[src/design/lcd_pkg.sv]
// Purpose: Shared constants and types for the LCD command decoder.
// Assumes: Register index times four is the APB byte address.
// Notes:   Every code, index and reset value lives here, with the enable and shape bit positions.
package lcd_pkg;

  // ==========================================================================
  // Command codes
  localparam logic [7:0] DISPLAY_SWITCH_CMD_OFF = 8'h58;
  localparam logic [7:0] DISPLAY_SWITCH_CMD_ON  = 8'h59;
  localparam logic [7:0] CURSOR_ADDRESS_LOAD_CMD = 8'h46;
  localparam logic [7:0] CURSOR_SHAPE_CMD       = 8'h5D;
  localparam logic [7:0] CURSOR_DIR_CMD_RIGHT   = 8'h4C;
  localparam logic [7:0] CURSOR_DIR_CMD_LEFT    = 8'h4D;
  localparam logic [7:0] CURSOR_DIR_CMD_UP      = 8'h4E;
  localparam logic [7:0] CURSOR_DIR_CMD_DOWN    = 8'h4F;
  localparam logic [7:0] MEMORY_WRITE_CMD       = 8'h42;
  localparam logic [7:0] BLOCK_SETUP_CMD        = 8'h44;

  // ==========================================================================
  // Register indices (byte address is four times the index)
  localparam logic [5:0] IDX_DISPLAY_ENABLE_CTRL = 6'h09;
  localparam logic [5:0] IDX_BLOCK_CURSOR_ATTR   = 6'h0A;
  localparam logic [5:0] IDX_BLOCK_SETUP_FIRST   = 6'h0B;
  localparam logic [5:0] IDX_CURSOR_WIDTH        = 6'h15;
  localparam logic [5:0] IDX_CURSOR_HEIGHT_SHAPE = 6'h16;
  localparam logic [5:0] IDX_CURSOR_SHIFT_DIR    = 6'h17;
  localparam logic [5:0] IDX_CURSOR_ADDRESS_LOW  = 6'h1C;
  localparam logic [5:0] IDX_CURSOR_ADDRESS_HIGH = 6'h1D;
  localparam logic [5:0] IDX_DECODER_STATUS      = 6'h20;
  localparam logic [5:0] IDX_LINE_PITCH          = 6'h21;
  localparam int         BLOCK_SETUP_PARAMS      = 10;

  // ==========================================================================
  // Field positions, encodings and reset values
  localparam int         DISP_EN_BIT      = 0;
  localparam int         SHAPE_BIT        = 7;
  localparam logic [1:0] SHIFT_RIGHT      = 2'h0;
  localparam logic [1:0] SHIFT_LEFT       = 2'h1;
  localparam logic [1:0] SHIFT_UP         = 2'h2;
  localparam logic [1:0] SHIFT_DOWN       = 2'h3;
  localparam logic [7:0] BYTE_RESET       = 8'h00;
  localparam logic [15:0] PITCH_RESET     = 16'h0028;
  localparam logic [3:0] PIDX_LAST        = 4'hF;

  // ==========================================================================
  // Carriers
  typedef struct packed {
    logic       is_cmd;
    logic [7:0] data;
  } lcd_hostbyte_t;

  typedef struct packed {
    logic [15:0] addr;
    logic [7:0]  data;
  } lcd_memwr_t;

  typedef struct packed {
    logic [1:0] third_block_attr;
    logic [1:0] second_fourth_block_attr;
    logic [1:0] first_block_attr;
    logic [1:0] cursor_flash_field;
  } lcd_attr_t;

  typedef struct packed {
    logic [7:0]      disp_ctrl;
    lcd_attr_t       attr;
    logic [7:0]      csr_width;
    logic [7:0]      csr_hshape;
    logic [7:0]      shift_dir;
    logic [7:0]      csr_lo;
    logic [7:0]      csr_hi;
    logic [9:0][7:0] blk;
    logic [15:0]     pitch;
    logic [7:0]      cmd;
    logic            cmd_seen;
    logic [3:0]      pidx;
    logic [31:0]     prdata;
    logic            slverr;
  } lcd_state_t;

endpackage : lcd_pkg

[src/design/lcd_cmd_decoder.sv]
// Purpose: Host command decoder for display switch, cursor and memory write.
// Assumes: Host bytes come from logic on REF_CLK; APB answers with no wait.
// Notes:   An APB write in the same cycle as a host byte wins for that field.
// Notes on behaviour
// Code 58h clears display enable bit 0; 59h sets it.
// Display switch parameter loads attribute: flash, first, second/fourth, third block fields.
// Attribute 56h gives 2 Hz cursor flash and all four blocks on.
// Code 46h: first parameter to low address, second to high address.
// Code 5Dh first parameter bits 3-0 hold cursor width minus one.
// Second shape parameter: height minus one in bits 3-0, block cursor bit 7.
// Codes 4Ch-4Fh set shift direction, no parameter; 4Ch right, 4Fh down.
// Code 42h writes each parameter at the cursor, then advances the cursor.
// Host clears text layer to 20h and graphics layer to 00h.
// Code 44h loads block start addresses and line counts.
// Host marks each byte; parameters go to successive slots of last command.
// Host keeps display off until memory and cursor setup is done.
//
// Design decision made here: register access over APB.
`timescale 1ns/10ps
`default_nettype none
module lcd_cmd_decoder (
  input  wire logic                  REF_CLK,      // 20 MHz system clock
  input  wire logic                  RSTN,         // Async reset, active low
  input  wire logic                  HOST_VALID,   // Host byte offered
  output logic                       HOST_READY,   // Host byte taken when valid
  input  wire lcd_pkg::lcd_hostbyte_t HOST_BYTE,   // Command flag and byte
  output logic                       MEM_VALID,    // Memory write word ready
  input  wire logic                  MEM_READY,    // Memory accepts word
  output lcd_pkg::lcd_memwr_t        MEM_WORD,     // Address and data
  input  wire logic                  PSEL,         // APB select
  input  wire logic                  PENABLE,      // APB access phase
  input  wire logic                  PWRITE,       // APB write
  input  wire logic [7:0]            PADDR,        // APB byte address
  input  wire logic [31:0]           PWDATA,       // APB write data
  output logic [31:0]                PRDATA,       // APB read data
  output logic                       PREADY,       // APB ready
  output logic                       PSLVERR,      // APB error, unmapped or misaligned
  output logic                       DISP_ON,      // Display enable
  output lcd_pkg::lcd_attr_t         BLOCK_ATTR,   // Flash and block fields
  output logic [15:0]                CURSOR_ADDR,  // Cursor address
  output logic [3:0]                 CURSOR_WIDTH, // Width minus one
  output logic [3:0]                 CURSOR_HEIGHT,// Height minus one
  output logic                       CURSOR_BLOCK, // Block cursor shape
  output logic [1:0]                 SHIFT_DIR     // Auto shift direction
);

  lcd_pkg::lcd_state_t s_r;
  lcd_pkg::lcd_state_t s_nxt;
  logic                host_take;
  logic                is_param;
  logic                buf_in_ready;
  logic                mem_push;
  logic [15:0]         csr_now;
  logic [15:0]         csr_adv;
  logic [5:0]          idx;
  logic                aligned;
  logic                apb_setup;
  logic                apb_wr;
  logic                in_blk;
  logic [3:0]          blk_sel;
  logic [31:0]         rd_val;
  logic                rd_ok;

  // ==========================================================================
  // Host byte handshake
  // After a memory write command every byte, command or parameter, needs buffer room; otherwise never stall
  assign is_param   = !HOST_BYTE.is_cmd && s_r.cmd_seen;
  assign HOST_READY = (s_r.cmd_seen && s_r.cmd == lcd_pkg::MEMORY_WRITE_CMD) ? buf_in_ready : 1'b1;
  assign host_take  = HOST_VALID && HOST_READY;
  assign mem_push   = host_take && is_param && s_r.cmd == lcd_pkg::MEMORY_WRITE_CMD;
  assign csr_now    = {s_r.csr_hi, s_r.csr_lo};

  // cursor step
  always_comb begin
    case (s_r.shift_dir[1:0])
      lcd_pkg::SHIFT_RIGHT: csr_adv = csr_now + 16'h0001;
      lcd_pkg::SHIFT_LEFT:  csr_adv = csr_now - 16'h0001;
      lcd_pkg::SHIFT_UP:    csr_adv = csr_now - s_r.pitch;
      default:              csr_adv = csr_now + s_r.pitch;
    endcase
  end

  // ==========================================================================
  // APB decode; zero wait, so PREADY is always high
  assign idx       = PADDR[7:2];
  assign aligned   = (PADDR[1:0] == 2'h0);
  assign apb_setup = PSEL && !PENABLE;
  assign apb_wr    = PSEL && PENABLE && PWRITE && !s_r.slverr;
  assign in_blk    = (idx >= lcd_pkg::IDX_BLOCK_SETUP_FIRST) &&
                     (idx < lcd_pkg::IDX_BLOCK_SETUP_FIRST + 6'(lcd_pkg::BLOCK_SETUP_PARAMS));
  assign blk_sel   = 4'(idx - lcd_pkg::IDX_BLOCK_SETUP_FIRST);
  assign PREADY    = 1'b1;
  assign PRDATA    = s_r.prdata;
  assign PSLVERR   = s_r.slverr;

  // Read mux; unused upper bits read as zero
  always_comb begin
    rd_val = '0;
    rd_ok  = aligned;
    if (in_blk) begin
      rd_val = 32'(s_r.blk[blk_sel]);
    end else begin
      case (idx)
        lcd_pkg::IDX_DISPLAY_ENABLE_CTRL: rd_val = 32'(s_r.disp_ctrl);
        lcd_pkg::IDX_BLOCK_CURSOR_ATTR:   rd_val = 32'(s_r.attr);
        lcd_pkg::IDX_CURSOR_WIDTH:        rd_val = 32'(s_r.csr_width);
        lcd_pkg::IDX_CURSOR_HEIGHT_SHAPE: rd_val = 32'(s_r.csr_hshape);
        lcd_pkg::IDX_CURSOR_SHIFT_DIR:    rd_val = 32'(s_r.shift_dir);
        lcd_pkg::IDX_CURSOR_ADDRESS_LOW:  rd_val = 32'(s_r.csr_lo);
        lcd_pkg::IDX_CURSOR_ADDRESS_HIGH: rd_val = 32'(s_r.csr_hi);
        lcd_pkg::IDX_DECODER_STATUS:      rd_val = 32'({MEM_VALID, buf_in_ready, s_r.cmd_seen, s_r.pidx, s_r.cmd});
        lcd_pkg::IDX_LINE_PITCH:          rd_val = 32'(s_r.pitch);
        default:                          rd_ok  = 1'b0;
      endcase
    end
  end

  // ==========================================================================
  // Command interpreter and register file
  always_comb begin
    s_nxt = s_r;
    if (host_take && HOST_BYTE.is_cmd) begin
      // new command resets slot
      s_nxt.cmd      = HOST_BYTE.data;
      s_nxt.cmd_seen = 1'b1;
      s_nxt.pidx     = '0;
      case (HOST_BYTE.data)
        // display enable
        lcd_pkg::DISPLAY_SWITCH_CMD_OFF: s_nxt.disp_ctrl[lcd_pkg::DISP_EN_BIT] = 1'b0;
        lcd_pkg::DISPLAY_SWITCH_CMD_ON:  s_nxt.disp_ctrl[lcd_pkg::DISP_EN_BIT] = 1'b1;
        // direction from code alone
        lcd_pkg::CURSOR_DIR_CMD_RIGHT:   s_nxt.shift_dir = 8'(lcd_pkg::SHIFT_RIGHT);
        lcd_pkg::CURSOR_DIR_CMD_LEFT:    s_nxt.shift_dir = 8'(lcd_pkg::SHIFT_LEFT);
        lcd_pkg::CURSOR_DIR_CMD_UP:      s_nxt.shift_dir = 8'(lcd_pkg::SHIFT_UP);
        lcd_pkg::CURSOR_DIR_CMD_DOWN:    s_nxt.shift_dir = 8'(lcd_pkg::SHIFT_DOWN);
        default: ;
      endcase
    end else if (host_take && is_param) begin
      // successive slots; saturates so a long stream never wraps
      if (s_r.pidx != lcd_pkg::PIDX_LAST) begin
        s_nxt.pidx = s_r.pidx + 4'h1;
      end
      case (s_r.cmd)
        lcd_pkg::DISPLAY_SWITCH_CMD_OFF, lcd_pkg::DISPLAY_SWITCH_CMD_ON: begin
          // attribute load; R3 follows from the field layout
          if (s_r.pidx == 4'h0) begin
            s_nxt.attr = HOST_BYTE.data;
          end
        end
        lcd_pkg::CURSOR_ADDRESS_LOAD_CMD: begin
          // low then high
          if (s_r.pidx == 4'h0) begin
            s_nxt.csr_lo = HOST_BYTE.data;
          end else if (s_r.pidx == 4'h1) begin
            s_nxt.csr_hi = HOST_BYTE.data;
          end
        end
        lcd_pkg::CURSOR_SHAPE_CMD: begin
          // width, R6 height and shape
          if (s_r.pidx == 4'h0) begin
            s_nxt.csr_width = {4'h0, HOST_BYTE.data[3:0]};
          end else if (s_r.pidx == 4'h1) begin
            s_nxt.csr_hshape = {HOST_BYTE.data[lcd_pkg::SHAPE_BIT], 3'h0, HOST_BYTE.data[3:0]};
          end
        end
        lcd_pkg::BLOCK_SETUP_CMD: begin
          // block start addresses and line counts
          if (s_r.pidx < 4'(lcd_pkg::BLOCK_SETUP_PARAMS)) begin
            s_nxt.blk[s_r.pidx] = HOST_BYTE.data;
          end
        end
        lcd_pkg::MEMORY_WRITE_CMD: begin
          // byte already pushed at csr_now; step afterwards
          s_nxt.csr_lo = csr_adv[7:0];
          s_nxt.csr_hi = csr_adv[15:8];
        end
        default: ;
      endcase
    end
    // APB read data captured in setup so it stands through the access phase
    if (apb_setup) begin
      s_nxt.prdata = rd_ok ? rd_val : '0;
      s_nxt.slverr = !rd_ok;
    end
    // APB write last so software overrides a same-cycle host byte
    if (apb_wr) begin
      if (in_blk) begin
        s_nxt.blk[blk_sel] = PWDATA[7:0];
      end else begin
        case (idx)
          lcd_pkg::IDX_DISPLAY_ENABLE_CTRL: s_nxt.disp_ctrl  = PWDATA[7:0];
          lcd_pkg::IDX_BLOCK_CURSOR_ATTR:   s_nxt.attr       = PWDATA[7:0];
          lcd_pkg::IDX_CURSOR_WIDTH:        s_nxt.csr_width  = PWDATA[7:0];
          lcd_pkg::IDX_CURSOR_HEIGHT_SHAPE: s_nxt.csr_hshape = PWDATA[7:0];
          lcd_pkg::IDX_CURSOR_SHIFT_DIR:    s_nxt.shift_dir  = PWDATA[7:0];
          lcd_pkg::IDX_CURSOR_ADDRESS_LOW:  s_nxt.csr_lo     = PWDATA[7:0];
          lcd_pkg::IDX_CURSOR_ADDRESS_HIGH: s_nxt.csr_hi     = PWDATA[7:0];
          lcd_pkg::IDX_LINE_PITCH:          s_nxt.pitch      = PWDATA[15:0];
          default: ;
        endcase
      end
    end
  end

  // State register
  always_ff @(posedge REF_CLK or negedge RSTN) begin
    if (!RSTN) begin
      s_r       <= '0;
      s_r.pitch <= lcd_pkg::PITCH_RESET;
    end else begin
      s_r <= s_nxt;
    end
  end

  // ==========================================================================
  // Memory write buffer; a stalled sink holds the host through HOST_READY
  lcd_wr_buffer #(
    .W ($bits(lcd_pkg::lcd_memwr_t))
  ) u_wr_buffer (
    .clk       (REF_CLK),
    .rst_n     (RSTN),
    .in_valid  (mem_push),
    .in_ready  (buf_in_ready),
    .in_data   ({csr_now, HOST_BYTE.data}),
    .out_valid (MEM_VALID),
    .out_ready (MEM_READY),
    .out_data  (MEM_WORD)
  );

  // Status outputs straight from state flops
  assign DISP_ON       = s_r.disp_ctrl[lcd_pkg::DISP_EN_BIT];
  assign BLOCK_ATTR    = s_r.attr;
  assign CURSOR_ADDR   = csr_now;
  assign CURSOR_WIDTH  = s_r.csr_width[3:0];
  assign CURSOR_HEIGHT = s_r.csr_hshape[3:0];
  assign CURSOR_BLOCK  = s_r.csr_hshape[lcd_pkg::SHAPE_BIT];
  assign SHIFT_DIR     = s_r.shift_dir[1:0];

  logic cmd_take;
  logic par_take;
  assign cmd_take = host_take && HOST_BYTE.is_cmd;
  assign par_take = host_take && is_param;
endmodule : lcd_cmd_decoder
`default_nettype wire

[src/design/lcd_wr_buffer.sv]
// Purpose: Two-entry buffer on the display memory write path.
// Assumes: Source and sink share one clock.
// Notes:   Full after two words; in_ready falls so the source stalls.
`timescale 1ns/10ps
`default_nettype none
module lcd_wr_buffer #(
  parameter int W = 24
) (
  input  wire logic         clk,       // System clock
  input  wire logic         rst_n,     // Async reset, active low
  input  wire logic         in_valid,  // Word offered
  output logic              in_ready,  // Room for a word
  input  wire logic [W-1:0] in_data,   // Word in
  output logic              out_valid, // Word available
  input  wire logic         out_ready, // Sink takes word
  output logic [W-1:0]      out_data   // Oldest word
);

  typedef struct packed {
    logic [1:0][W-1:0] mem;
    logic              wp;
    logic              rp;
    logic [1:0]        cnt;
  } lcd_buf_st_t;

  lcd_buf_st_t s_r;
  lcd_buf_st_t s_nxt;
  logic        push;
  logic        pop;

  // ==========================================================================
  // Occupancy and pointers
  assign in_ready  = (s_r.cnt != 2'h2);
  assign out_valid = (s_r.cnt != 2'h0);
  assign out_data  = s_r.mem[s_r.rp];
  assign push      = in_valid && in_ready;
  assign pop       = out_valid && out_ready;

  // Next state; simultaneous push and pop keep the count
  always_comb begin
    s_nxt = s_r;
    if (push) begin
      s_nxt.mem[s_r.wp] = in_data;
      s_nxt.wp          = ~s_r.wp;
    end
    if (pop) begin
      s_nxt.rp = ~s_r.rp;
    end
    if (push && !pop) begin
      s_nxt.cnt = s_r.cnt + 2'h1;
    end else if (pop && !push) begin
      s_nxt.cnt = s_r.cnt - 2'h1;
    end
  end

  // State register
  always_ff @(posedge clk or negedge rst_n) begin
    if (!rst_n) begin
      s_r <= '0;
    end else begin
      s_r <= s_nxt;
    end
  end

endmodule : lcd_wr_buffer
`default_nettype wire

[config.mk]
export PLATFORM = sky130hd
export DESIGN_NAME = lcd_cmd_decoder
export DESIGN_NICKNAME = d
export VERILOG_FILES = /design/src/design/lcd_pkg.sv /design/src/design/lcd_cmd_decoder.sv /design/src/design/lcd_wr_buffer.sv
export SDC_FILE = /design/constraint.sdc
export NUM_CORES = 1
export LEC_CHECK = 0
export ABC_AREA = 0
export BUFFER_PORTS_ARGS = -buffer_cell sky130_fd_sc_hd__buf_2
export CAP_MARGIN = 20
export CORE_ASPECT_RATIO = 0.6
export CORE_MARGIN = 2
export CORE_UTILIZATION = 50
export DETAILED_ROUTE_END_ITERATION = 6
export PLACE_DENSITY = 0.7
export SYNTH_ARGS = -nofsm -noshare
export SYNTH_HDL_FRONTEND = slang
export SYNTH_SLANG_ARGS = --single-unit
[constraint.sdc]
create_clock -name REF_CLK -period 6.9 [get_ports REF_CLK]
set_input_delay 1.38 -clock REF_CLK [delete_from_list [all_inputs] [get_ports REF_CLK]]
set_output_delay 1.38 -clock REF_CLK [all_outputs]
set_load 0.02 [all_outputs]
==> metrics.md, run 1 <==
| Metric | Value |
|---|---|
| Fmax | `0.240 GHz` |
| Critical path buffers and inverters | `1` |
| Top post-synthesis cells by area | `dfrtp_1, mux2i_1, mux2_2, buf_4, a21oi_1` |
| N_diodes | `0` |
| Drt first pass iters | `6` |
| Post-synth ARST share | `100%` |
| Max Root-Sink Buffers | `3` |
| TritonCTS Buffers | `24` |
| Req. time, crit path | `7.29 ns` |
| Peak supply drop | `0.000161 V` |
| Ys flop type | `dfrtp_1` |
| Unrepaired setup endpoints after global routing | `no` |
| Tcrit/Tclk final | `60.3%` |
| Worst hold path class | `register to register` |
| Vias per cell | `6.18` |
| Reg clk slew, reported paths | `0.07 ns` |
| # DRC | `0` |
| Final HPWL DP | `29500 um` |
| Pins Over Slew Limit | `0` |
| Synthesized flop and latch total | `234` |
| Fin Hold WS | `0.488 ns` |
| Static Leak | `7.06 nW` |
| Combinational Power Share | `14.5%` |
| Area leader, netlist | `dfrtp_1` |
| Final Hold Vio Count | `0` |
| Final antenna-violating net count | `0` |
| Final setup vio count | `0` |
| Post-synth EDFFs | `0` |
| Worst Clk Skew | `0.00981 ns` |
| Synth cell count leaders | `dfrtp_1, mux2i_1, nand2_1, nor2_1, mux2_2` |
| Mean routed wirelength per cell | `24.1 um` |
| Crit. End Element | `register` |
| Initial antenna violation count | `1` |
| Setup TNS Final | `0 ns` |
| Post-Synth Adder-Cell Area | `2.61%` |
| Clk sink count | `234` |
| Core area | `27700 sq um` |
| Startpoint Class | `input pin` |
| Largest family of logic cells by synthesized area | `multiplexers` |
| Row count | `47` |
| Placed Area | `14300 sq um` |
| Starting Density | `51.2%` |
| Gr usage total | `28.5%` |
| Vias in the first global route | `10400` |
| Layout overhead on the synthesized area | `7.33%` |
| Worst stage delay on the critical path | `0.72 ns` |
| Final Instance Area | `15200 sq um` |
| CTS tree | `yes` |
| Compound-Gate Fraction of Synth Area | `14.7%` |
| Power share of the sequential group | `42.9%` |
| Postcts setup bufs | `0` |
| Final Power | `3.45 mW` |
| Clock Power Share | `42.7%` |
| CP max FO | `29` |
| Slew margin rel. | `33.0%` |
| Count leader, synth | `dfrtp_1` |
| MaxCap Viol Count | `0` |
| Crit path cell chain | `buf_2 -> ha_1 -> nor2_1 -> o22a_2 -> nor2_4 -> nand4_1 -> nor2_1 -> a21oi_1` |
| Post-Synth Simple-Gate Area | `12.3%` |
| Post-Syn Area | `14200 sq um` |
| Die Wd | `221 um` |
| Share of cells above drive strength 1 | `22.8%` |
| Synth Warn # | `0` |
| Dpl cells | `1726` |
| Pint | `2.48 mW` |
| Final worst slack | `2.74 ns` |
| IO Port Bufs | `118` |
| Register area share after synthesis | `41.3%` |
| Mux cell area share after synthesis | `19.1%` |
| Hold_buf cts | `0` |
| Full die area | `29800 sq um` |
| Final Non-Filler Cells | `1770` |
| Post-synth top area share | `41.0%` |
| Sw power | `975 uW` |
| Post-synthesis cell type count | `88` |
| Cells after synthesis | `1390` |
| Layout Utilization | `54.9%` |
| CP max-delay cell | `buf_2` |
| Filler cells | `2428` |
| Crit Path Category | `input pin to register` |
| Placer Congestion | `0.929` |
| Worst-skew pair later-pin latency | `0.55 ns` |
| Vias | `10900` |
| H-Tree Depth | `1` |
| Final layout net count | `1470` |
| Critical path's top delay family | `simple AND/OR/NAND/NOR gates` |
| Grt total ovfl | `0` |
| Crit path DAT | `4.55 ns` |
| Pre-CTS setup slack | `2.18 ns` |
| Root Buffer | `clkbuf_16` |
| Worst-Margin Slew | `1.00 ns` |
| Final WL | `42600 um` |
| CP dominant cell by count | `nor2_1` |
| # IOs | `152` |
| Mean cell area of the mapped netlist | `10.2 sq um` |
| CTS-repair resized insts | `0` |
| Height of the die | `134 um` |
| Synth Area in XOR/XNOR | `1.85%` |
| Largest net degree at the start of global routing | `128` |
| Pwr/cell area | `227 nW/um^2` |
| Drt initial violations | `1400` |
| First-pass GRT wire length | `64400 um` |
| Fin crit period | `4.16 ns` |
| Switching share of power | `28.2%` |
| Status | `complete, no violations` |
## cell usage in the layout, fill, tap and decap left out, types with 25 or more instances in the layout
master / n
a22oi_1: 43
a21oi_1: 97
dfrtp_1: 232
mux2i_1: 119
nor2_1: 105
buf_2: 117
mux2_2: 100
clkbuf_16: 25
nand2_1: 108
inv_1: 26
ha_1: 28
o21ai_0: 55
## worst paths after layout
check / start / to / slack [ns] / depth (start not counted)
setup / recovery: PADDR[2] / s_r[126] / 2.74 / 8
hold / removal: u_wr_buffer.s_r[1] / u_wr_buffer.s_r[1] / 0.49 / 1
setup reg to reg: s_r[46] / CURSOR_ADDR[13] / 2.91 / 15
hold reg to reg: u_wr_buffer.s_r[1] / u_wr_buffer.s_r[1] / 0.49 / 1
max in group asynchronous: RSTN / u_wr_buffer.s_r[37] / 4.85 / 2
min in group asynchronous: RSTN / s_r[138] / 0.91 / 1
## final cells by class
type	count	area (sq um)	area share, %
multi-input combinational	973	7250	47.6
sequential	234	5860	38.5
clock buffer	35	733	4.82
timing repair buffer	125	666	4.38
tap	367	459	3.02
clock inverter	9	149	0.979
inverter	27	101	0.666
## cells by family (layout without fill, tap and decap cells)
kind of cell | after synthesis | in the layout
adders and majority gates | 29 | 29
other | 2 | 17
AOI/OAI and AO/OA | 317 | 317
xor gates and xnor gates | 27 | 27
muxes | 238 | 238
buffers and inverters | 198 | 196
DFF | 234 | 234
and+or+nand+nor | 345 | 345
## power groups by stage
stage / clock network [mW] / logic, mW / registers [mW]
floorplan: 0 / 0.369 / 1.47
global placement: 0 / 0.479 / 1.50
detailed placement: 0 / 0.493 / 1.50
CTS: 1.47 / 0.495 / 1.48
global route: 1.53 / 0.538 / 1.49
finish: 1.47 / 0.499 / 1.48
## state kept, by name (all words and copies together) (netlist names), 2 cells and up
| register | cells |
|---|---|
| SHIFT_DIR | 2 |
| u_wr_buffer.s_r | 52 |
| CURSOR_ADDR | 16 |
| BLOCK_ATTR | 8 |
| s_r | 129 |
| CURSOR_WIDTH | 4 |
| CURSOR_HEIGHT | 4 |
| PRDATA | 16 |
## per-layer routing
layer	vias to the layer above	share of wire, %	global-route usage, %	wire length, um
met5	-	0.038	0	16
met4	2	1.5	5.26	630
met3	50	13	11.2	5740
met2	614	38	37.1	16300
met1	5355	47	44.0	19900
li1	4914	-	-	-
(Power assumes the default switching activity.)
==> run 2, diff against run 1 <==
Settings changed: PLACE_DENSITY 0.7 to 0.72.
Clock period 6.9 ns to 3.5 ns, I/O delays scaled along.
==> metrics.md, run 2 (synthesis gave the netlist of run 1 again) <==
| Metric | Value |
|---|---|
| Largest register FFs | `129` |
| Peak supply drop | `0.000345 V` |
| Starting Density | `51.2%` |
| MaxCap Viol Count | `0` |
| Mean routed wirelength per cell | `23.7 um` |
| Tcrit/Tclk final | `96.7%` |
| TritonCTS Buffers | `24` |
| Critical path's top delay family | `compound AO/OA/AOI/OAI gates` |
| Placer Congestion | `0.961` |
| Reg clk slew, reported paths | `0.06 ns` |
| Layout overhead on the synthesized area | `9.90%` |
| # DRC | `0` |
| Fmax | `0.295 GHz` |
| Vias | `11200` |
| Status | `complete, no violations` |
| Max Root-Sink Buffers | `3` |
| CTS tree | `yes` |
| Most frequent cells in the layout | `dfrtp_1, mux2i_1, buf_2, nand2_1, nor2_1` |
| Pint | `4.73 mW` |
| Biggest register | `s_r` |
| Pins Over Slew Limit | `0` |
| Final Hold Vio Count | `0` |
| Startpoint Class | `register` |
| Worst stage delay on the critical path | `0.60 ns` |
| Die Wd | `221 um` |
| # IOs | `152` |
| Worst reg2reg startpoint | `s_r[47]` |
| Cell depth of the worst flop-to-flop path | `15` |
| Commonest non-fill, non-tap cell in the layout | `dfrtp_1` |
| IO Port Bufs | `118` |
| Final Power | `6.67 mW` |
| Clk sink count | `234` |
| Final antenna-violating net count | `0` |
| N_diodes | `0` |
| Reg-to-Reg End | `CURSOR_ADDR[13]` |
| Root Buffer | `clkbuf_16` |
| Worst Clk Skew | `0.0194 ns` |
| Vias per cell | `6.21` |
| Core area | `27700 sq um` |
| First-pass GRT wire length | `65700 um` |
| Full die area | `29800 sq um` |
| Final setup vio count | `0` |
| Hold_buf cts | `0` |
| Pwr/cell area | `428 nW/um^2` |
| Worst-skew pair later-pin latency | `0.55 ns` |
| Row count | `47` |
| Critical path buffers and inverters | `3` |
| Drt first pass iters | `7` |
| H-Tree Depth | `1` |
| Combinational Power Share | `15.7%` |
| Vias in the first global route | `10700` |
| Switching share of power | `29.0%` |
| Fin crit period | `3.39 ns` |
| Initial antenna violation count | `3` |
| Filler cells | `2372` |
| Crit. End Element | `register` |
| Power share of the sequential group | `43.5%` |
| Clock Power Share | `40.8%` |
| Crit path cell chain | `inv_2 -> ha_4 -> nand2_4 -> or4_4 -> buf_6 -> o21ai_2 -> a32o_2 -> ha_4 -> buf_6 -> a21o_1 -> nor2b_1 -> o41a_1 -> xor2_1 -> nand2_1 -> a221oi_2` |
| Grt total ovfl | `0` |
| Worst hold path class | `input pin to asynchronous set/reset pin` |
| Final layout net count | `1507` |
| Crit Path Category | `register to register` |
| Req. time, crit path | `3.94 ns` |
| Sw power | `1.94 mW` |
| Fin Hold WS | `0.104 ns` |
| CP max FO | `4` |
| Final HPWL DP | `30300 um` |
| Worst-Margin Slew | `0.971 ns` |
| Drt initial violations | `1396` |
| Reg2Reg Setup Slack | `0.11 ns` |
| Static Leak | `7.25 nW` |
| Top Registers | `s_r (129), u_wr_buffer.s_r (52)` |
| Largest net degree at the start of global routing | `89` |
| Height of the die | `134 um` |
| Gr usage total | `28.7%` |
| Slew margin rel. | `34.6%` |
| CP max-delay cell | `or4_4` |
| Crit path DAT | `3.83 ns` |
| Final WL | `42900 um` |
| Share of cells above drive strength 1 | `26.4%` |
run 2: changes by cell type in the layout (fill, tap and decap cells not counted), sizes merged:
| cell | change |
|---|---|
| clkbuf | -2 |
| clkinv | +3 |
| bufinv | -1 |
| buf | +37 |
run 2: routing by layer:
| layer | wire [um] | vias to the layer above | track usage, % |
|---|---|---|---|
| met5 | 13 | - | 0 |
| met2 | 17000 | 599 | 38.3 |
| met4 | 518 | 2 | 4.51 |
| met1 | 19900 | 5578 | 44.2 |
| li1 | - | 4988 | - |
| met3 | 5570 | 48 | 10.9 |
run 2: stage by stage:
step	setup WS [ns]	cell area, sq um	util [%]	TNS (ns)	instances
2_1_floorplan	0.250	14200	-	0	1405
3_3_place_gp	0.0786	14600	52.7	0	1761
3_5_place_dp	0.0342	14600	52.7	0	1761
4_1_cts	0.0457	15400	55.7	0	1805
5_1_grt	-0.0212	15600	56.2	-0.0212	1807
6_report	0.114	15600	56.2	0	1807
run 2: final cells by class:
type	instances	area, sq um	share of cell area (%)
multi-input combinational	973	7380	47.4
sequential	234	5860	37.6
timing repair buffer	162	963	6.18
clock buffer	33	664	4.26
tap	367	459	2.95
clock inverter	11	149	0.956
inverter	27	101	0.651
run 2: power by group through the flow:
stage	clock network [mW]	logic [mW]	registers [mW]
after floorplan	0	0.727	2.90
after global placement	0	0.991	2.94
after detailed placement	0	1.01	2.94
after CTS	2.73	1.02	2.90
after global routing	2.84	1.13	2.91
final	2.72	1.05	2.90
run 2: worst max path at each step:
| stage | startpoint | slack, ns | depth (start not counted) | to |
|---|---|---|---|---|
| 4_1_cts | s_r[47] | 0.05 | 15 | CURSOR_ADDR[13] |
| 3_5_place_dp | s_r[47] | 0.03 | 15 | CURSOR_ADDR[15] |
| 6_report | s_r[47] | 0.11 | 15 | CURSOR_ADDR[13] |
| 2_1_floorplan | s_r[46] | 0.25 | 15 | CURSOR_ADDR[15] |
| 5_1_grt | s_r[47] | -0.02 | 15 | CURSOR_ADDR[13] |
| 3_3_place_gp | s_r[46] | 0.08 | 15 | CURSOR_ADDR[15] |
run 2: repair_timing:
action,4_1_cts,5_1_grt
setup buffers,0,2
pin swaps,0,9
endpoints found under the setup margin,2,5
resized for setup,1,34
hold endpoints to repair,0,0
